--- src/verilog/cogp_defines.vh ---
`ifndef COGP_DEFINES_VH
`define COGP_DEFINES_VH

// register byte offsets on the axi4-lite bus
`define COGP_OFS_MEMIF_CTL 8'h00
`define COGP_OFS_PIN_FUNC 8'h04
`define COGP_OFS_PIN_DIR 8'h08
`define COGP_OFS_PIN_OUT 8'h0C
`define COGP_OFS_PIN_IN 8'h10
`define COGP_OFS_POLARITY 8'h14
`define COGP_OFS_IRQ_STATUS 8'h18
`define COGP_OFS_IRQ_MASK 8'h1C

// field positions
`define COGP_BIT_CLK_EN 0
`define COGP_BIT_PIN_TWO_SEL 0
`define COGP_BIT_PIN_TWO 2
`define COGP_HIGH_MSB 7
`define COGP_HIGH_LSB 4

// reset values
`define COGP_RST_CLK_EN 1'b1
`define COGP_RST_PIN_TWO_SEL 1'b0
`define COGP_RST_BYTE 8'h00
`define COGP_RST_NIBBLE 4'h0
`define COGP_RST_WORD 32'h0000_0000

// axi response codes
`define COGP_RESP_OKAY 2'b00
`define COGP_RESP_SLVERR 2'b10

`endif

--- src/verilog/cogp_half_rate.v ---
`timescale 1ns/1ns

// internal half-rate clock: toggles on every rising core clock edge
module cogp_half_rate
(
  input wire core_clk,
  input wire reset_n,
  output reg internal_half_rate_clock
);

  // free-running divide by two, low out of reset
  always @(posedge core_clk)
  begin
    if (!reset_n)
      internal_half_rate_clock <= 1'b0;
    else
      internal_half_rate_clock <= ~internal_half_rate_clock;
  end

endmodule // cogp_half_rate

--- src/verilog/cogp_edge_detect.v ---
`timescale 1ns/1ns

// synchroniser and selectable edge detector for one interrupt line
module cogp_edge_detect
(
  input wire core_clk,
  input wire reset_n,
  input wire pin_level,
  input wire falling_sel,
  output reg edge_pulse
);

  reg sync_first; // first stage, read only by sync_second
  reg sync_second; // stable copy of the pin
  reg level_prev; // previous stable level

  // two-flop synchroniser, history flop and one-cycle event
  always @(posedge core_clk)
  begin
    if (!reset_n)
    begin
      sync_first <= 1'b0;
      sync_second <= 1'b0;
      level_prev <= 1'b0;
      edge_pulse <= 1'b0;
    end
    else
    begin
      sync_first <= pin_level;
      sync_second <= sync_first;
      level_prev <= sync_second;
      // falling_sel low picks rising edges, high picks falling edges
      if (falling_sel)
        edge_pulse <= level_prev & ~sync_second;
      else
        edge_pulse <= ~level_prev & sync_second;
    end
  end

endmodule // cogp_edge_detect

--- src/verilog/cogp_gpio_top.v ---
// Chosen here: the AXI4-Lite slave port and the register offsets.
`timescale 1ns/1ns
`include "cogp_defines.vh"

// Functional notes
// - shared pin outputs half-rate clock after reset
// - software can make shared pin general pin two
// - clock enable bit gates clock, resets one
// - pins seven to four: gpio plus edge interrupts
// - four polarity bits pick each active edge
module cogp_gpio_top
(
  input wire core_clk,
  input wire reset_n,
  // axi4-lite write address
  input wire [7:0] s_axi_awaddr,
  input wire s_axi_awvalid,
  output reg s_axi_awready,
  // axi4-lite write data
  input wire [31:0] s_axi_wdata,
  input wire [3:0] s_axi_wstrb,
  input wire s_axi_wvalid,
  output reg s_axi_wready,
  // axi4-lite write response
  output reg [1:0] s_axi_bresp,
  output reg s_axi_bvalid,
  input wire s_axi_bready,
  // axi4-lite read address
  input wire [7:0] s_axi_araddr,
  input wire s_axi_arvalid,
  output reg s_axi_arready,
  // axi4-lite read data
  output reg [31:0] s_axi_rdata,
  output reg [1:0] s_axi_rresp,
  output reg s_axi_rvalid,
  input wire s_axi_rready,
  // shared pin: half-rate clock or general pin two
  input wire general_pin_two_in,
  output reg general_pin_two_out,
  output reg general_pin_two_oe,
  // general pins seven..four, bit 3 is pin seven
  input wire [3:0] general_pins_high_in,
  output reg [3:0] general_pins_high_out,
  output reg [3:0] general_pins_high_oe,
  // level interrupt to the processor
  output reg ext_irq_out
);

  // ---------------------------------------------------------------
  // register state
  // ---------------------------------------------------------------
  reg half_rate_clock_out_enable; // memif global control bit
  reg pin_two_gpio_sel; // 0 clock, 1 general pin two
  reg [7:0] pin_dir; // 1 drives the pin
  reg [7:0] pin_out_val; // value driven when enabled
  reg [3:0] ext_irq_edge_polarity; // 0 rising, 1 falling
  reg [3:0] irq_status; // sticky edge events
  reg [3:0] irq_mask; // 1 lets a status bit interrupt

  // write channel state
  reg aw_full; // write address held
  reg [7:0] aw_addr_q; // held write address
  reg w_full; // write data held
  reg [31:0] w_data_q; // held write data
  reg [3:0] w_strb_q; // held byte enables

  wire internal_half_rate_clock; // divider output
  wire [3:0] edge_event; // one-cycle edge pulses
  wire aw_take; // write address handshake
  wire w_take; // write data handshake
  wire wr_commit; // both halves held, perform the write
  wire wr_low_byte; // low lane enabled in held write
  wire ar_take; // read address handshake
  wire [3:0] status_w1c; // bits written one to status
  reg [31:0] rd_word; // read mux output
  reg [3:0] next_irq_status; // status after set and clear

  // true for every mapped offset
  function addr_known;
    input [7:0] a;
    begin
      addr_known = (a == `COGP_OFS_MEMIF_CTL) || (a == `COGP_OFS_PIN_FUNC) ||
                   (a == `COGP_OFS_PIN_DIR) || (a == `COGP_OFS_PIN_OUT) ||
                   (a == `COGP_OFS_PIN_IN) || (a == `COGP_OFS_POLARITY) ||
                   (a == `COGP_OFS_IRQ_STATUS) || (a == `COGP_OFS_IRQ_MASK);
    end
  endfunction

  // ---------------------------------------------------------------
  // sub-blocks
  // ---------------------------------------------------------------

  // half-rate clock source for the shared pin
  cogp_half_rate u_half_rate
  (
    .core_clk(core_clk),
    .reset_n(reset_n),
    .internal_half_rate_clock(internal_half_rate_clock)
  );

  // one edge detector per interrupt pin, pin four first
  genvar gi;
  generate
    for (gi = 0; gi < 4; gi = gi + 1)
    begin : g_edge
      cogp_edge_detect u_edge
      (
        .core_clk(core_clk),
        .reset_n(reset_n),
        .pin_level(general_pins_high_in[gi]),
        .falling_sel(ext_irq_edge_polarity[gi]),
        .edge_pulse(edge_event[gi])
      );
    end
  endgenerate

  // ---------------------------------------------------------------
  // axi write path
  // ---------------------------------------------------------------
  assign aw_take = s_axi_awvalid & s_axi_awready;
  assign w_take = s_axi_wvalid & s_axi_wready;
  assign wr_commit = aw_full & w_full & ~s_axi_bvalid;
  assign wr_low_byte = w_strb_q[0];
  assign status_w1c = (wr_commit && wr_low_byte && aw_addr_q == `COGP_OFS_IRQ_STATUS) ?
                      w_data_q[3:0] : `COGP_RST_NIBBLE;

  // address and data captured in either order, answered once both held
  always @(posedge core_clk)
  begin
    if (!reset_n)
    begin
      s_axi_awready <= 1'b1;
      s_axi_wready <= 1'b1;
      s_axi_bvalid <= 1'b0;
      s_axi_bresp <= `COGP_RESP_OKAY;
      aw_full <= 1'b0;
      w_full <= 1'b0;
      aw_addr_q <= `COGP_RST_BYTE;
      w_data_q <= `COGP_RST_WORD;
      w_strb_q <= `COGP_RST_NIBBLE;
    end
    else
    begin
      // hold the address until the response is accepted
      if (aw_take)
      begin
        aw_full <= 1'b1;
        aw_addr_q <= s_axi_awaddr;
        s_axi_awready <= 1'b0;
      end
      // hold the data likewise
      if (w_take)
      begin
        w_full <= 1'b1;
        w_data_q <= s_axi_wdata;
        w_strb_q <= s_axi_wstrb;
        s_axi_wready <= 1'b0;
      end
      // raise the response the cycle after both are held
      if (wr_commit)
      begin
        s_axi_bvalid <= 1'b1;
        s_axi_bresp <= addr_known(aw_addr_q) ? `COGP_RESP_OKAY : `COGP_RESP_SLVERR;
      end
      // response taken: reopen both channels
      if (s_axi_bvalid && s_axi_bready)
      begin
        s_axi_bvalid <= 1'b0;
        aw_full <= 1'b0;
        w_full <= 1'b0;
        s_axi_awready <= 1'b1;
        s_axi_wready <= 1'b1;
      end
    end
  end

  // software-written control registers
  always @(posedge core_clk)
  begin
    if (!reset_n)
    begin
      half_rate_clock_out_enable <= `COGP_RST_CLK_EN;
      pin_two_gpio_sel <= `COGP_RST_PIN_TWO_SEL;
      pin_dir <= `COGP_RST_BYTE;
      pin_out_val <= `COGP_RST_BYTE;
      ext_irq_edge_polarity <= `COGP_RST_NIBBLE;
      irq_mask <= `COGP_RST_NIBBLE;
    end
    else if (wr_commit && wr_low_byte)
    begin
      case (aw_addr_q)
        `COGP_OFS_MEMIF_CTL:
          half_rate_clock_out_enable <= w_data_q[`COGP_BIT_CLK_EN];
        `COGP_OFS_PIN_FUNC:
          pin_two_gpio_sel <= w_data_q[`COGP_BIT_PIN_TWO_SEL];
        `COGP_OFS_PIN_DIR:
          pin_dir <= w_data_q[7:0];
        `COGP_OFS_PIN_OUT:
          pin_out_val <= w_data_q[7:0];
        `COGP_OFS_POLARITY:
          ext_irq_edge_polarity <= w_data_q[3:0];
        `COGP_OFS_IRQ_MASK:
          irq_mask <= w_data_q[3:0];
        default:
          pin_dir <= pin_dir; // status, input and unmapped: no store
      endcase
    end
  end

  // ---------------------------------------------------------------
  // interrupt status, mask and output
  // ---------------------------------------------------------------

  // a new edge wins over a write-one clear in the same cycle
  always @*
  begin
    next_irq_status = (irq_status & ~status_w1c) | edge_event;
  end

  // sticky status and registered level interrupt
  always @(posedge core_clk)
  begin
    if (!reset_n)
    begin
      irq_status <= `COGP_RST_NIBBLE;
      ext_irq_out <= 1'b0;
    end
    else
    begin
      irq_status <= next_irq_status;
      ext_irq_out <= |(next_irq_status & irq_mask);
    end
  end

  // ---------------------------------------------------------------
  // axi read path
  // ---------------------------------------------------------------
  assign ar_take = s_axi_arvalid & s_axi_arready;

  // read mux, unused bits read as zero
  always @*
  begin
    rd_word = `COGP_RST_WORD;
    case (s_axi_araddr)
      `COGP_OFS_MEMIF_CTL:
        rd_word[`COGP_BIT_CLK_EN] = half_rate_clock_out_enable;
      `COGP_OFS_PIN_FUNC:
        rd_word[`COGP_BIT_PIN_TWO_SEL] = pin_two_gpio_sel;
      `COGP_OFS_PIN_DIR:
        rd_word[7:0] = pin_dir;
      `COGP_OFS_PIN_OUT:
        rd_word[7:0] = pin_out_val;
      `COGP_OFS_PIN_IN:
      begin
        // live pin levels; pin two reads back even in clock mode
        rd_word[`COGP_BIT_PIN_TWO] = general_pin_two_in;
        rd_word[`COGP_HIGH_MSB:`COGP_HIGH_LSB] = general_pins_high_in;
      end
      `COGP_OFS_POLARITY:
        rd_word[3:0] = ext_irq_edge_polarity;
      `COGP_OFS_IRQ_STATUS:
        rd_word[3:0] = irq_status;
      `COGP_OFS_IRQ_MASK:
        rd_word[3:0] = irq_mask;
      default:
        rd_word = `COGP_RST_WORD;
    endcase
  end

  // one read at a time, data the cycle after the address is taken
  always @(posedge core_clk)
  begin
    if (!reset_n)
    begin
      s_axi_arready <= 1'b1;
      s_axi_rvalid <= 1'b0;
      s_axi_rdata <= `COGP_RST_WORD;
      s_axi_rresp <= `COGP_RESP_OKAY;
    end
    else if (ar_take)
    begin
      s_axi_arready <= 1'b0;
      s_axi_rvalid <= 1'b1;
      s_axi_rdata <= rd_word;
      s_axi_rresp <= addr_known(s_axi_araddr) ? `COGP_RESP_OKAY : `COGP_RESP_SLVERR;
    end
    else if (s_axi_rvalid && s_axi_rready)
    begin
      s_axi_rvalid <= 1'b0;
      s_axi_arready <= 1'b1;
    end
  end

  // ---------------------------------------------------------------
  // pin drivers
  // ---------------------------------------------------------------

  // shared pin: clock role by default, gpio role when selected
  always @(posedge core_clk)
  begin
    if (!reset_n)
    begin
      general_pin_two_out <= 1'b0;
      general_pin_two_oe <= 1'b0;
    end
    else if (!pin_two_gpio_sel)
    begin
      // clock role: enable bit drives or stops the clock
      general_pin_two_out <= internal_half_rate_clock & half_rate_clock_out_enable;
      general_pin_two_oe <= half_rate_clock_out_enable;
    end
    else
    begin
      // gpio role: input, output or high impedance
      general_pin_two_out <= pin_out_val[`COGP_BIT_PIN_TWO];
      general_pin_two_oe <= pin_dir[`COGP_BIT_PIN_TWO];
    end
  end

  // pins seven..four as plain gpio outputs
  always @(posedge core_clk)
  begin
    if (!reset_n)
    begin
      general_pins_high_out <= `COGP_RST_NIBBLE;
      general_pins_high_oe <= `COGP_RST_NIBBLE;
    end
    else
    begin
      general_pins_high_out <= pin_out_val[`COGP_HIGH_MSB:`COGP_HIGH_LSB];
      general_pins_high_oe <= pin_dir[`COGP_HIGH_MSB:`COGP_HIGH_LSB];
    end
  end

endmodule // cogp_gpio_top

--- config.mk ---
export PLATFORM = sky130hd
export DESIGN_NAME = cogp_gpio_top
export DESIGN_NICKNAME = d
export VERILOG_FILES = /design/src/verilog/cogp_half_rate.v /design/src/verilog/cogp_edge_detect.v /design/src/verilog/cogp_gpio_top.v
export VERILOG_INCLUDE_DIRS = /design/src /design/src/verilog
export SDC_FILE = /design/constraint.sdc
export NUM_CORES = 1
export LEC_CHECK = 0
export BUFFER_PORTS_ARGS = -buffer_cell sky130_fd_sc_hd__buf_2
export CAP_MARGIN = 20
export CORE_AREA = 2 2 87 89
export DETAILED_ROUTE_END_ITERATION = 6
export DIE_AREA = 0 0 89 91
export GPL_TIMING_DRIVEN = 0
export PLACE_DENSITY = 0.87
export SLEW_MARGIN = 0
export SYNTH_ARGS = -nofsm -noshare
export SYNTH_HDL_FRONTEND = slang
export SYNTH_HIERARCHICAL = 1
export SYNTH_SLANG_ARGS = --single-unit
--- constraint.sdc ---
create_clock -name core_clk -period 5.3 [get_ports core_clk]
set_input_delay 1.06 -clock core_clk [delete_from_list [all_inputs] [get_ports core_clk]]
set_output_delay 1.06 -clock core_clk [all_outputs]
set_load 0.01 [all_outputs]
**Word-level counts from Yosys, hierarchy flattened**

Index checks and enable logic that the tools add are counted.

- Equal/unequal tests: 14
- Order comparisons: 0
- $mul: 0
- Bitwise gates (word level): 29
- Divide/modulo/power cells: 0
- Shift-type cells: 0
- Muxes and demuxes: 18
- $add $sub $neg: 0
- Reduce and logical (&&, ||, !) cells: 29

Operator list:

| operator | number |
|---|---|
| 8-bit by 5-bit == test with 1-bit output (second input constant) | 8 |
| 8-bit by 4-bit == test with 1-bit output (second input constant) | 4 |
| 8-bit by 3-bit == test with 1-bit output (second input constant) | 2 |
| 8-bit zero test | 2 |
| 1-bit bitwise AND | 14 |
| 1-bit logical OR | 14 |
| 4-bit case mux with 3 select lines | 1 |
| 2-bit AND reduction | 6 |
| 1-bit NOT | 11 |
| 1-bit two-way mux | 10 |
| 1-bit case mux with 5 select lines | 2 |
| 4-bit bitwise AND | 2 |
| 1-bit case mux with 7 select lines | 1 |
| 1-bit case mux with 6 select lines | 1 |
| 1-bit logical AND | 4 |
| 2-bit two-way mux | 2 |
| 4-bit two-way mux | 1 |
| 4-bit NOT | 1 |
| 4-bit OR | 1 |
| 4-bit OR reduction | 1 |
| 2-bit nonzero test | 1 |
| 2-bit OR reduction | 1 |

- Bits in writable memories: 0
- Bits in registers: 94
- Word-level logic and storage cells: 132
- Input port bits: 64
- Bits in latches: 0
- Memories: 0
- Output and inout port bits: 52
- Bits in read-only memories: 0

**Depth between registers and ports, before layout**

Gate-level depths: netlist of run 1.

- Word-level depth: 10
- Mapped depth: 6

**Hierarchy**

Netlist of run 1, hierarchy kept.

Modules (own cells, without submodules):

| module | area each (um^2) | cells an instance | instances | sequential area each (um^2) |
|---|---|---|---|---|
| cogp_gpio_top | 3328.2 | 366 | 1 | 1501.4 |
| cogp_edge_detect | 126.4 | 10 | 4 | 80.1 |
| cogp_half_rate | 33.8 | 2 | 1 | 20.0 |

**Worst setup path before layout of run 1**

OpenSTA, ideal clock, no wires.

- Kind: input to register
- Start point: in s_axi_araddr[7]
- End point: reg s_axi_rdata[2]
- Arrival: 2.374 ns
- Data required time: 5.205 ns
- Stages: 4
- Setup slack: 2.830 ns
- Library setup time: 0.095 ns
- Cell sequence: or4_1 > nor4b_1 > a222oi_1 > a221oi_1

- Longest elaborated chain between the ends: 2
- Elaborated cells between the ends (all ways): 7

RTL lines:

| element | RTL line | text |
|---|---|---|
| start, declared | cogp_gpio_top.v:29 | `input wire [7:0] s_axi_araddr,` |
| 8-bit by 5-bit == test with 1-bit output / 8-bit by 4-bit == test with 1-bit output (equally long branches) | cogp_gpio_top.v:244 | `case (s_axi_araddr)` |
| 1-bit case mux with 6 select lines (*) | cogp_gpio_top.v:244 |  |
| end signal, assigned | cogp_gpio_top.v:277 | `` s_axi_rdata <= `COGP_RST_WORD; `` |
| end signal, assigned | cogp_gpio_top.v:284 | `s_axi_rdata <= rd_word;` |
| end, declared | cogp_gpio_top.v:33 | `output reg [31:0] s_axi_rdata,` |

Every way passes the cells marked *; elsewhere a longest branch is shown, timed or not.
A chain may end at the register's enable or synchronous reset.

**Worst setup path after layout of run 1**

- Start point: in reset_n
- End point: reg pin_out_val[6]

RTL lines:

| element | RTL line | text |
|---|---|---|
| start, declared | cogp_gpio_top.v:14 | `input wire reset_n,` |
| end signal, assigned | cogp_gpio_top.v:185 | `` pin_out_val <= `COGP_RST_BYTE; `` |
| end signal, assigned | cogp_gpio_top.v:199 | `pin_out_val <= w_data_q[7:0];` |
| end, declared | cogp_gpio_top.v:55 | `reg [7:0] pin_out_val;` |

No word-level cell between the ends.

==> results of run 1 <==
-- registers in the layout, indices dropped and copies added (netlist names), 4 cells and up --
register,cells
g_edge.u_edge/level_prev,4
general_pins_high_out,4
s_axi_rdata,8
ext_irq_edge_polarity,4
g_edge.u_edge/sync_first,4
w_data_q,8
pin_out_val,8
pin_dir,8
irq_status,4
irq_mask,4
general_pins_high_oe,4
g_edge.u_edge/edge_pulse,4
aw_addr_q,8
g_edge.u_edge/sync_second,4
-- worst reg2reg max path: cells and delay by family (launching register included) --
family,cells,cell delay (ns)
flip-flops,1,0.33
AND/OR/NAND/NOR,3,1.15
buffers and inverters,1,0.22
multiplexers,1,0.32
-- routing by layer --
metal | part of all wire | vias to the layer above | track usage
met5 | 0 | - | 0
met4 | 0.018 | 0 | 0.0958
met1 | 0.43 | 1472 | 0.281
met3 | 0.054 | 15 | 0.0382
met2 | 0.50 | 103 | 0.379
li1 | - | 1571 | -
-- path summary, 6_finish.rpt --
check                                       to  slack (ns)
setup reg to reg                pin_out_val[6]        3.17
hold / removal    g_edge[0].u_edge/sync_second        0.45
hold reg to reg   g_edge[0].u_edge/sync_second        0.45
setup / recovery                pin_out_val[6]        2.78
-- cells in the mapped netlist (2+ instances only) --
cell,n
dfxtp_1,92
nand2_1,40
nor2_1,34
mux2i_1,30
a21oi_1,27
buf_4,26
o21ai_0,18
clkbuf_1,17
nand3_1,15
and2_2,12
and2_1,11
a22oi_1,7
mux2_2,7
nand4b_1,7
inv_1,5
a31oi_1,4
nand4bb_1,4
nor2b_1,4
nor3_1,4
nor4_4,4
nor3b_1,3
nor4_1,3
nor4b_1,3
o21a_1,3
or4_1,3
a21boi_0,2
and3_1,2
buf_2,2
-- cells in the final DEF, fill, tap and decap left out, types with 11 or more instances in the layout --
| cell type | instances |
|---|---|
| nand3_1 | 15 |
| a21oi_1 | 27 |
| nand2_1 | 40 |
| dfxtp_1 | 92 |
| clkbuf_1 | 17 |
| buf_4 | 26 |
| buf_2 | 64 |
| and2_1 | 11 |
| o21ai_0 | 18 |
| and2_2 | 12 |
| nor2_1 | 34 |
| conb_1 | 26 |
| mux2i_1 | 30 |
-- final cells by class --
cell class	count	area, sq um	share of cell area
Multi-Input combinational cell	290	1830	0.397
Buffer	45	269	0.0584
Inverter	6	22.5	0.00489
Clock buffer	9	124	0.0269
Timing Repair Buffer	62	310	0.0673
Sequential cell	92	1840	0.400
Clock inverter	6	88.8	0.0193
Tap cell	99	124	0.0269
-- metrics by stage --
step,setup slack (ns),hold slack (ns),total power [mW],instance area (sq um)
after floorplan,2.83,0.426,0.827,3960
after global placement,2.52,0.429,0.866,4400
after detailed placement,2.44,0.433,0.871,4400
after CTS,2.81,0.452,1.36,4610
after global routing,2.68,0.458,1.41,4610
final,2.78,0.452,1.36,4610
-- where the power goes --
part / internal, mW / total (mW) / switching (mW)
clock: 0.264 / 0.498 / 0.235
sequential: 0.712 / 0.729 / 0.0179
combinational: 0.0539 / 0.128 / 0.0745
-- cells by family after synthesis --
family / after synthesis
buffers and inverters: 51
multiplexers: 37
AO/OA/AOI/OAI: 69
AND/OR/NAND/NOR: 158
flip-flops: 92
other: 1
==> flow_summary.json, run 1 <==
{
  "drc": 0,
  "rsz0062_at_grt": "no",
  "cts_tree": "yes",
  "grt_pass1_wl_microns": 14100,
  "finalSetupViolations": 0,
  "critPathMaxStageDelay_ns": 0.33,
  "hp-start": "g_edge[0].u_edge/sync_first",
  "cts_resized": 0,
  "synth_edf_count": 0,
  "synth-simple-area-share": 0.243,
  "max-cap-violations": 0,
  "slowest_stage": "clkbuf_1",
  "synth_xor_area_frac": 0,
  "ys_seq_elements": 92,
  "async_reset_ff_frac": 0,
  "drive_above_1_share": 0.263,
  "required_ns": 5.58,
  "cts_buffer_depth": 2,
  "clkSinkCount": 92,
  "final_core_util": 0.646,
  "grt_pass1_vias": 3009,
  "arrival_ns": 2.80,
  "finalSetupTns_ns": 0,
  "muxShareOfSynthArea": 0.0980,
  "post_cts_buffers": 0,
  "grt_overflow": 0,
  "dp_cells": 594,
  "postCtsHoldBufs": 0,
  "postRouteAntennaNets": 0,
  "clkTransAtPathRegs_ns": 0.08,
  "cts_htree_levels": 3,
  "avgSynthCellArea_sq_um": 9.48,
  "worst_pin_slew_ns": 0.746,
  "drt_iter0_markers": 282,
  "synthAdderAreaFrac": 0,
  "wl_per_cell_microns": 14.5,
  "clock_latency_ns": 0.36,
  "cp-end-kind": "flip-flop",
  "yosysWarnings": 6,
  "cp.depth": 6,
  "outcome": "finished clean",
  "whs_path_depth": 1,
  "yosysTopAreaCellShare": 0.476,
  "antenna_found_initial": 0,
  "root_buffer": "clkbuf_8",
  "ys.flop_type": "dfxtp_1",
  "critPathLaunchType": "primary input",
  "globalplace.congestion": 0.970,
  "powerDensity_mw_per_mm2": 294,
  "crit_path_start": "reset_n",
  "seq_area_frac_synth": 0.476,
  "fp-row-count": 31,
  "die_w_microns": 89,
  "synth_top_family_by_area": "simple AND/OR/NAND/NOR gates",
  "clock_skew_ns": 0.00740,
  "grt_max_degree": 23,
  "period_needed_ns": 2.52,
  "start_util": 0.542,
  "slew_violations": 0,
  "syn_area_sq_mm": 0.00387,
  "syn_to_final_growth_pct": 19.2,
  "postSynthCellCount": 408,
  "die_h_microns": 91,
  "crit_family": "buffers and inverters",
  "synth-compound-area-share": 0.107,
  "leakagePower_nw": 1.95,
  "grt_usage": 0.226,
  "yosys.area.top_type": "dfxtp_1",
  "critPathMostFrequentCell": "clkbuf_1",
  "criticalPathCategory": "primary input to flip-flop",
  "first_pass_iters": 4,
  "max_freq_mhz": 397,
  "io_pins": 116,
  "worst_ir_drop_vdd_uv": 175,
  "synth_cell_types": 47,
  "fill_cells": 605,
  "stdcell_count": 609,
  "layout.nets": 570,
  "period_share": 0.475,
  "cp_num_buf_inv": 5,
  "relSlewSlack": 0.499,
  "hold_path.class": "flip-flop to flip-flop",
  "diodes": 0,
  "drt_wl_total_microns": 8830,
  "coreArea_sq_mm": 0.00714,
  "ys_top_cells_by_area": "dfxtp_1 48%, mux2i_1 7.8%, buf_4 5.0%, nand2_1 3.9%, a21oi_1 3.5%",
  "path_cells": "buf_2, clkbuf_1, clkinv_1, clkbuf_1, clkbuf_1, nor2_1",
  "vias": 3161,
  "finalHoldViolations": 0,
  "reg2reg_depth": 5,
  "cts_buffers": 9,
  "io_buffers": 62,
  "hpwl_microns": 6680,
  "r2r_start": "aw_addr_q[5]",
  "vias_per_cell": 5.19,
  "cp_max_fo": 22,
  "dieArea_sq_mm": 0.00810
}
Note: power is estimated with default switching activity, not from simulation.
==> run 2, diff against run 1 <==
Settings changed: CORE_AREA 2 2 87 89 to 2 2 95 97, DIE_AREA 0 0 89 91 to 0 0 97 99, PLACE_DENSITY 0.87 to 0.78.
Clock period 5.3 ns to 2.1 ns, I/O delays scaled along.
==> flow_summary.json, run 2 (synthesis results as in run 1) <==
{
  "grt_overflow": 0,
  "first_pass_iters": 5,
  "max-cap-violations": 0,
  "mostFrequentLayoutCell": "dfxtp_1",
  "finalSetupViolations": 0,
  "grt_pass1_vias": 2962,
  "outcome": "finished clean",
  "powerDensity_mw_per_mm2": 723,
  "drt_wl_total_microns": 9120,
  "cts_htree_levels": 3,
  "critPathMaxStageDelay_ns": 0.54,
  "cp_max_fo": 9,
  "final.setup.worst_slack_ns": 0.0421,
  "required_ns": 2.34,
  "worst_ir_drop_vdd_uv": 349,
  "clkSinkCount": 92,
  "drc": 0,
  "fp-row-count": 34,
  "clkTransAtPathRegs_ns": 0.09,
  "fill_cells": 788,
  "drt_iter0_markers": 184,
  "slew_violations": 0,
  "die_w_microns": 97,
  "root_buffer": "clkbuf_8",
  "stdcell_count": 620,
  "cts_tree": "yes",
  "period_needed_ns": 2.06,
  "power.total_mw": 3.37,
  "wl_per_cell_microns": 14.7,
  "drive_above_1_share": 0.273,
  "vias": 3198,
  "period_share": 0.980,
  "io_buffers": 62,
  "criticalPathCategory": "flip-flop to flip-flop",
  "coreArea_sq_mm": 0.00855,
  "syn_to_final_growth_pct": 20.5,
  "diodes": 0,
  "dieArea_sq_mm": 0.00960,
  "postCtsHoldBufs": 0,
  "hold_slack_ns": 0.259,
  "final_cell_mix": "92 x dfxtp_1, 63 x buf_2, 40 x nand2_1",
  "final_core_util": 0.545,
  "path_cells": "or3_1, clkbuf_4, nor4b_2, a31oi_1, or4_1",
  "finalHoldViolations": 0,
  "cts_buffers": 9,
  "arrival_ns": 2.30,
  "hold_path.class": "primary input to flip-flop",
  "dp_cells": 603,
  "worst_pin_slew_ns": 0.696,
  "clock_latency_ns": 0.37,
  "hpwl_microns": 6690,
  "grt_usage": 0.190,
  "start_util": 0.452,
  "antenna_found_initial": 0,
  "cp-end-kind": "flip-flop",
  "slowest_stage": "or4_1",
  "crit_family": "simple AND/OR/NAND/NOR gates",
  "io_pins": 116,
  "vias_per_cell": 5.16,
  "relSlewSlack": 0.535,
  "cts_buffer_depth": 2,
  "grt_pass1_wl_microns": 14600,
  "clock_skew_ns": 0.00760,
  "postRouteAntennaNets": 0,
  "leakagePower_nw": 1.97,
  "layout.nets": 571,
  "preCtsSetupSlack_ns": -0.0726,
  "grt_max_degree": 23,
  "cp_num_buf_inv": 1,
  "globalplace.congestion": 0.936,
  "die_h_microns": 99,
  "max_freq_mhz": 486,
  "critPathLaunchType": "flip-flop"
}
==> run 2: worst reg2reg max path, stage by stage, from the launching register on <==
cell and delay [ns]:
dfxtp_1 0.33, or3_1 0.37, clkbuf_4 0.23, nor4b_2 0.32
a31oi_1 0.14, or4_1 0.54
==> run 2: worst paths after layout <==
path / to / cells after the start / startpoint / slack [ns]
setup / recovery: ext_irq_out / 5 / aw_addr_q[5] / 0.04
hold / removal: s_axi_wready / 2 / s_axi_wvalid / 0.26
setup reg to reg: ext_irq_out / 5 / aw_addr_q[5] / 0.04
hold reg to reg: g_edge[1].u_edge/sync_second / 1 / g_edge[1].u_edge/sync_first / 0.45
==> run 2: per-layer routing <==
| metal | part of all wire | wire length [microns] | global-route usage | vias up |
|---|---|---|---|---|
| met3 | 0.053 | 487 | 0.0284 | 33 |
| met4 | 0.038 | 346 | 0.107 | 0 |
| li1 | - | - | - | 1576 |
| met1 | 0.42 | 3860 | 0.235 | 1482 |
| met5 | 0 | 0 | 0 | - |
| met2 | 0.49 | 4430 | 0.317 | 107 |
==> run 2: area by class of cell <==
class                           count  area (sq um)  area share
Sequential cell                    92          1840       0.395
Multi-Input combinational cell    290          1840       0.394
Timing Repair Buffer               65           358      0.0768
Buffer                             43           264      0.0567
Tap cell                          108           135      0.0290
Clock buffer                        9           124      0.0266
Clock inverter                      7          76.3      0.0164
Inverter                            6          22.5     0.00483
==> run 2: power by group <==
part | switching, mW | internal, mW | leakage [nW]
sequential | 0.0469 | 1.80 | 0.750
clock | 0.643 | 0.557 | 0.101
combinational | 0.186 | 0.137 | 1.12
total | 0.877 | 2.49 | 1.97
==> run 2: repair_timing <==
action | 4_1_cts | 5_1_grt
setup endpoints to repair | 2 | 13
buffers inserted | 1 | 2
resized for setup | 1 | 2
pin swaps | 1 | 2
==> run 2: metrics by stage <==
| step | TNS [ns] | instance area, sq um |
|---|---|---|
| final | 0 | 4660 |
| after global routing | -0.0237 | 4660 |
| after CTS | 0 | 4630 |
| after detailed placement | -0.884 | 4410 |
| after global placement | -0.328 | 4410 |
| after floorplan | 0 | 3960 |
==> run 3, diff against run 2 <==
Settings changed: REMOVE_ABC_BUFFERS from default to 1.
==> flow_summary.json, run 3 (synthesis results as in run 1) <==
{
  "start_util": 0.452,
  "diodes": 0,
  "dieArea_sq_mm": 0.00960,
  "io_pins": 116,
  "grt_usage": 0.168,
  "layout.nets": 530,
  "postRouteAntennaNets": 0,
  "multiInputGateArea_sq_mm": 0.00187,
  "cts_buffers": 9,
  "max_freq_mhz": 510,
  "path_cells": "buf_2, or4_1, nor3b_1, a22oi_1, o21ai_0",
  "drc": 0,
  "critPathLaunchType": "primary input",
  "io_buffers": 62,
  "final_cell_mix": "92 x dfxtp_1, 62 x buf_2, 40 x nand2_1",
  "clock_skew_ns": 0.00678,
  "syn_to_final_growth_pct": 14.8,
  "hold_path.class": "primary input to flip-flop",
  "period_needed_ns": 1.96,
  "clkSinkCount": 92,
  "required_ns": 2.36,
  "finalHoldViolations": 0,
  "cp_num_buf_inv": 1,
  "clock_latency_ns": 0.34,
  "vias": 3026,
  "vias_per_cell": 5.23,
  "arrival_ns": 2.22,
  "cts_htree_levels": 3,
  "cts_tree": "yes",
  "grt_pass1_vias": 2799,
  "dp_cells": 559,
  "mostFrequentLayoutCell": "dfxtp_1",
  "fp-row-count": 34,
  "leakagePower_nw": 1.83,
  "first_pass_iters": 4,
  "postCtsHoldBufs": 0,
  "drive_above_1_share": 0.244,
  "critPathMaxStageDelay_ns": 0.74,
  "drt_wl_total_microns": 8140,
  "cts_buffer_depth": 2,
  "criticalPathCategory": "primary input to flip-flop",
  "period_share": 0.934,
  "rsz0062_at_grt": "no",
  "finalSetupTns_ns": 0,
  "clkTransAtPathRegs_ns": 0.08,
  "coreArea_sq_mm": 0.00855,
  "seqCellArea_sq_mm": 0.00184,
  "worst_pin_slew_ns": 0.852,
  "hpwl_microns": 5760,
  "final.setup.worst_slack_ns": 0.138,
  "wl_per_cell_microns": 14.1,
  "max-cap-violations": 0,
  "worst_ir_drop_vdd_uv": 336,
  "slew_violations": 0,
  "grt_pass1_wl_microns": 13200,
  "die_w_microns": 97,
  "finalSetupViolations": 0,
  "crit_family": "simple AND/OR/NAND/NOR gates",
  "grt_max_degree": 47,
  "stdcell_count": 579,
  "relSlewSlack": 0.431,
  "outcome": "finished clean",
  "fill_cells": 794,
  "globalplace.congestion": 0.828,
  "preCtsSetupSlack_ns": -0.701,
  "slowest_stage": "nor3b_1",
  "grt_overflow": 0,
  "powerDensity_mw_per_mm2": 716,
  "drt_iter0_markers": 182,
  "die_h_microns": 99,
  "cp-end-kind": "flip-flop",
  "antenna_found_initial": 0,
  "root_buffer": "clkbuf_8",
  "cp_max_fo": 6
}
## run 3: cell types whose count changed in the layout (fill, tap and decap cells not counted), moves of 2 or more
cell | before | now
buf_4 | 27 | 2
clkbuf_1 | 15 | 1
clkbuf_8 | 9 | 11
or3_4 | 0 | 2
## run 3: layout make-up
type,count,share of cell area
clock buffer,12,0.0349
clock inverter,4,0.00535
inverter,6,0.00564
multi-input combinational,290,0.420
sequential,92,0.415
tap,108,0.0304
timing repair buffer,67,0.0885
## run 3: timing repair
| item | CTS | global route |
|---|---|---|
| buffers inserted | 1 | 3 |
| endpoints found under the setup margin | 37 | 11 |
| gates resized for setup | 3 | 5 |
| pin swaps | 2 | 3 |
## run 3: worst paths after layout
kind	from	endpoint	slack (ns)	cells after the start
setup reg to reg	aw_addr_q[2]	irq_mask[2]	0.18	4
setup / recovery	s_axi_araddr[7]	s_axi_rdata[4]	0.14	5
hold reg to reg	g_edge[0].u_edge/sync_first	g_edge[0].u_edge/sync_second	0.45	1
hold / removal	s_axi_wvalid	s_axi_wready	0.29	2
## run 3: worst reg2reg max path, delay by kind of cell (launching register included)
family | cells | cell delay, ns
flops | 1 | 0.42
mux | 1 | 0.20
simple gates | 3 | 1.19
## run 3: layer usage
layer,GRT usage,up-vias,wire length (microns)
met5,0,-,0
li1,-,1492,-
met2,0.276,102,3970
met3,0.0298,8,434
met4,0.0758,0,101
met1,0.216,1424,3630
## run 3: per-stage QoR
| step | hold slack, ns | power (mW) | utilization | cell area [sq um] |
|---|---|---|---|---|
| 6_report | 0.288 | 3.18 | 0.519 | 4440 |
| 5_1_grt | 0.298 | 3.32 | 0.519 | 4440 |
| 4_1_cts | 0.274 | 3.19 | 0.512 | 4380 |
| 3_5_place_dp | 0.436 | 2.15 | 0.487 | 4170 |
| 3_3_place_gp | 0.433 | 2.13 | 0.484 | 4140 |
| 2_1_floorplan | 0.426 | 2.03 | - | 3690 |
## run 3: report_power, final
part | internal (mW) | switching, mW | total [mW]
registers | 1.80 | 0.0544 | 1.85
clock network | 0.492 | 0.564 | 1.06
logic | 0.106 | 0.165 | 0.271
total | 2.39 | 0.784 | 3.18
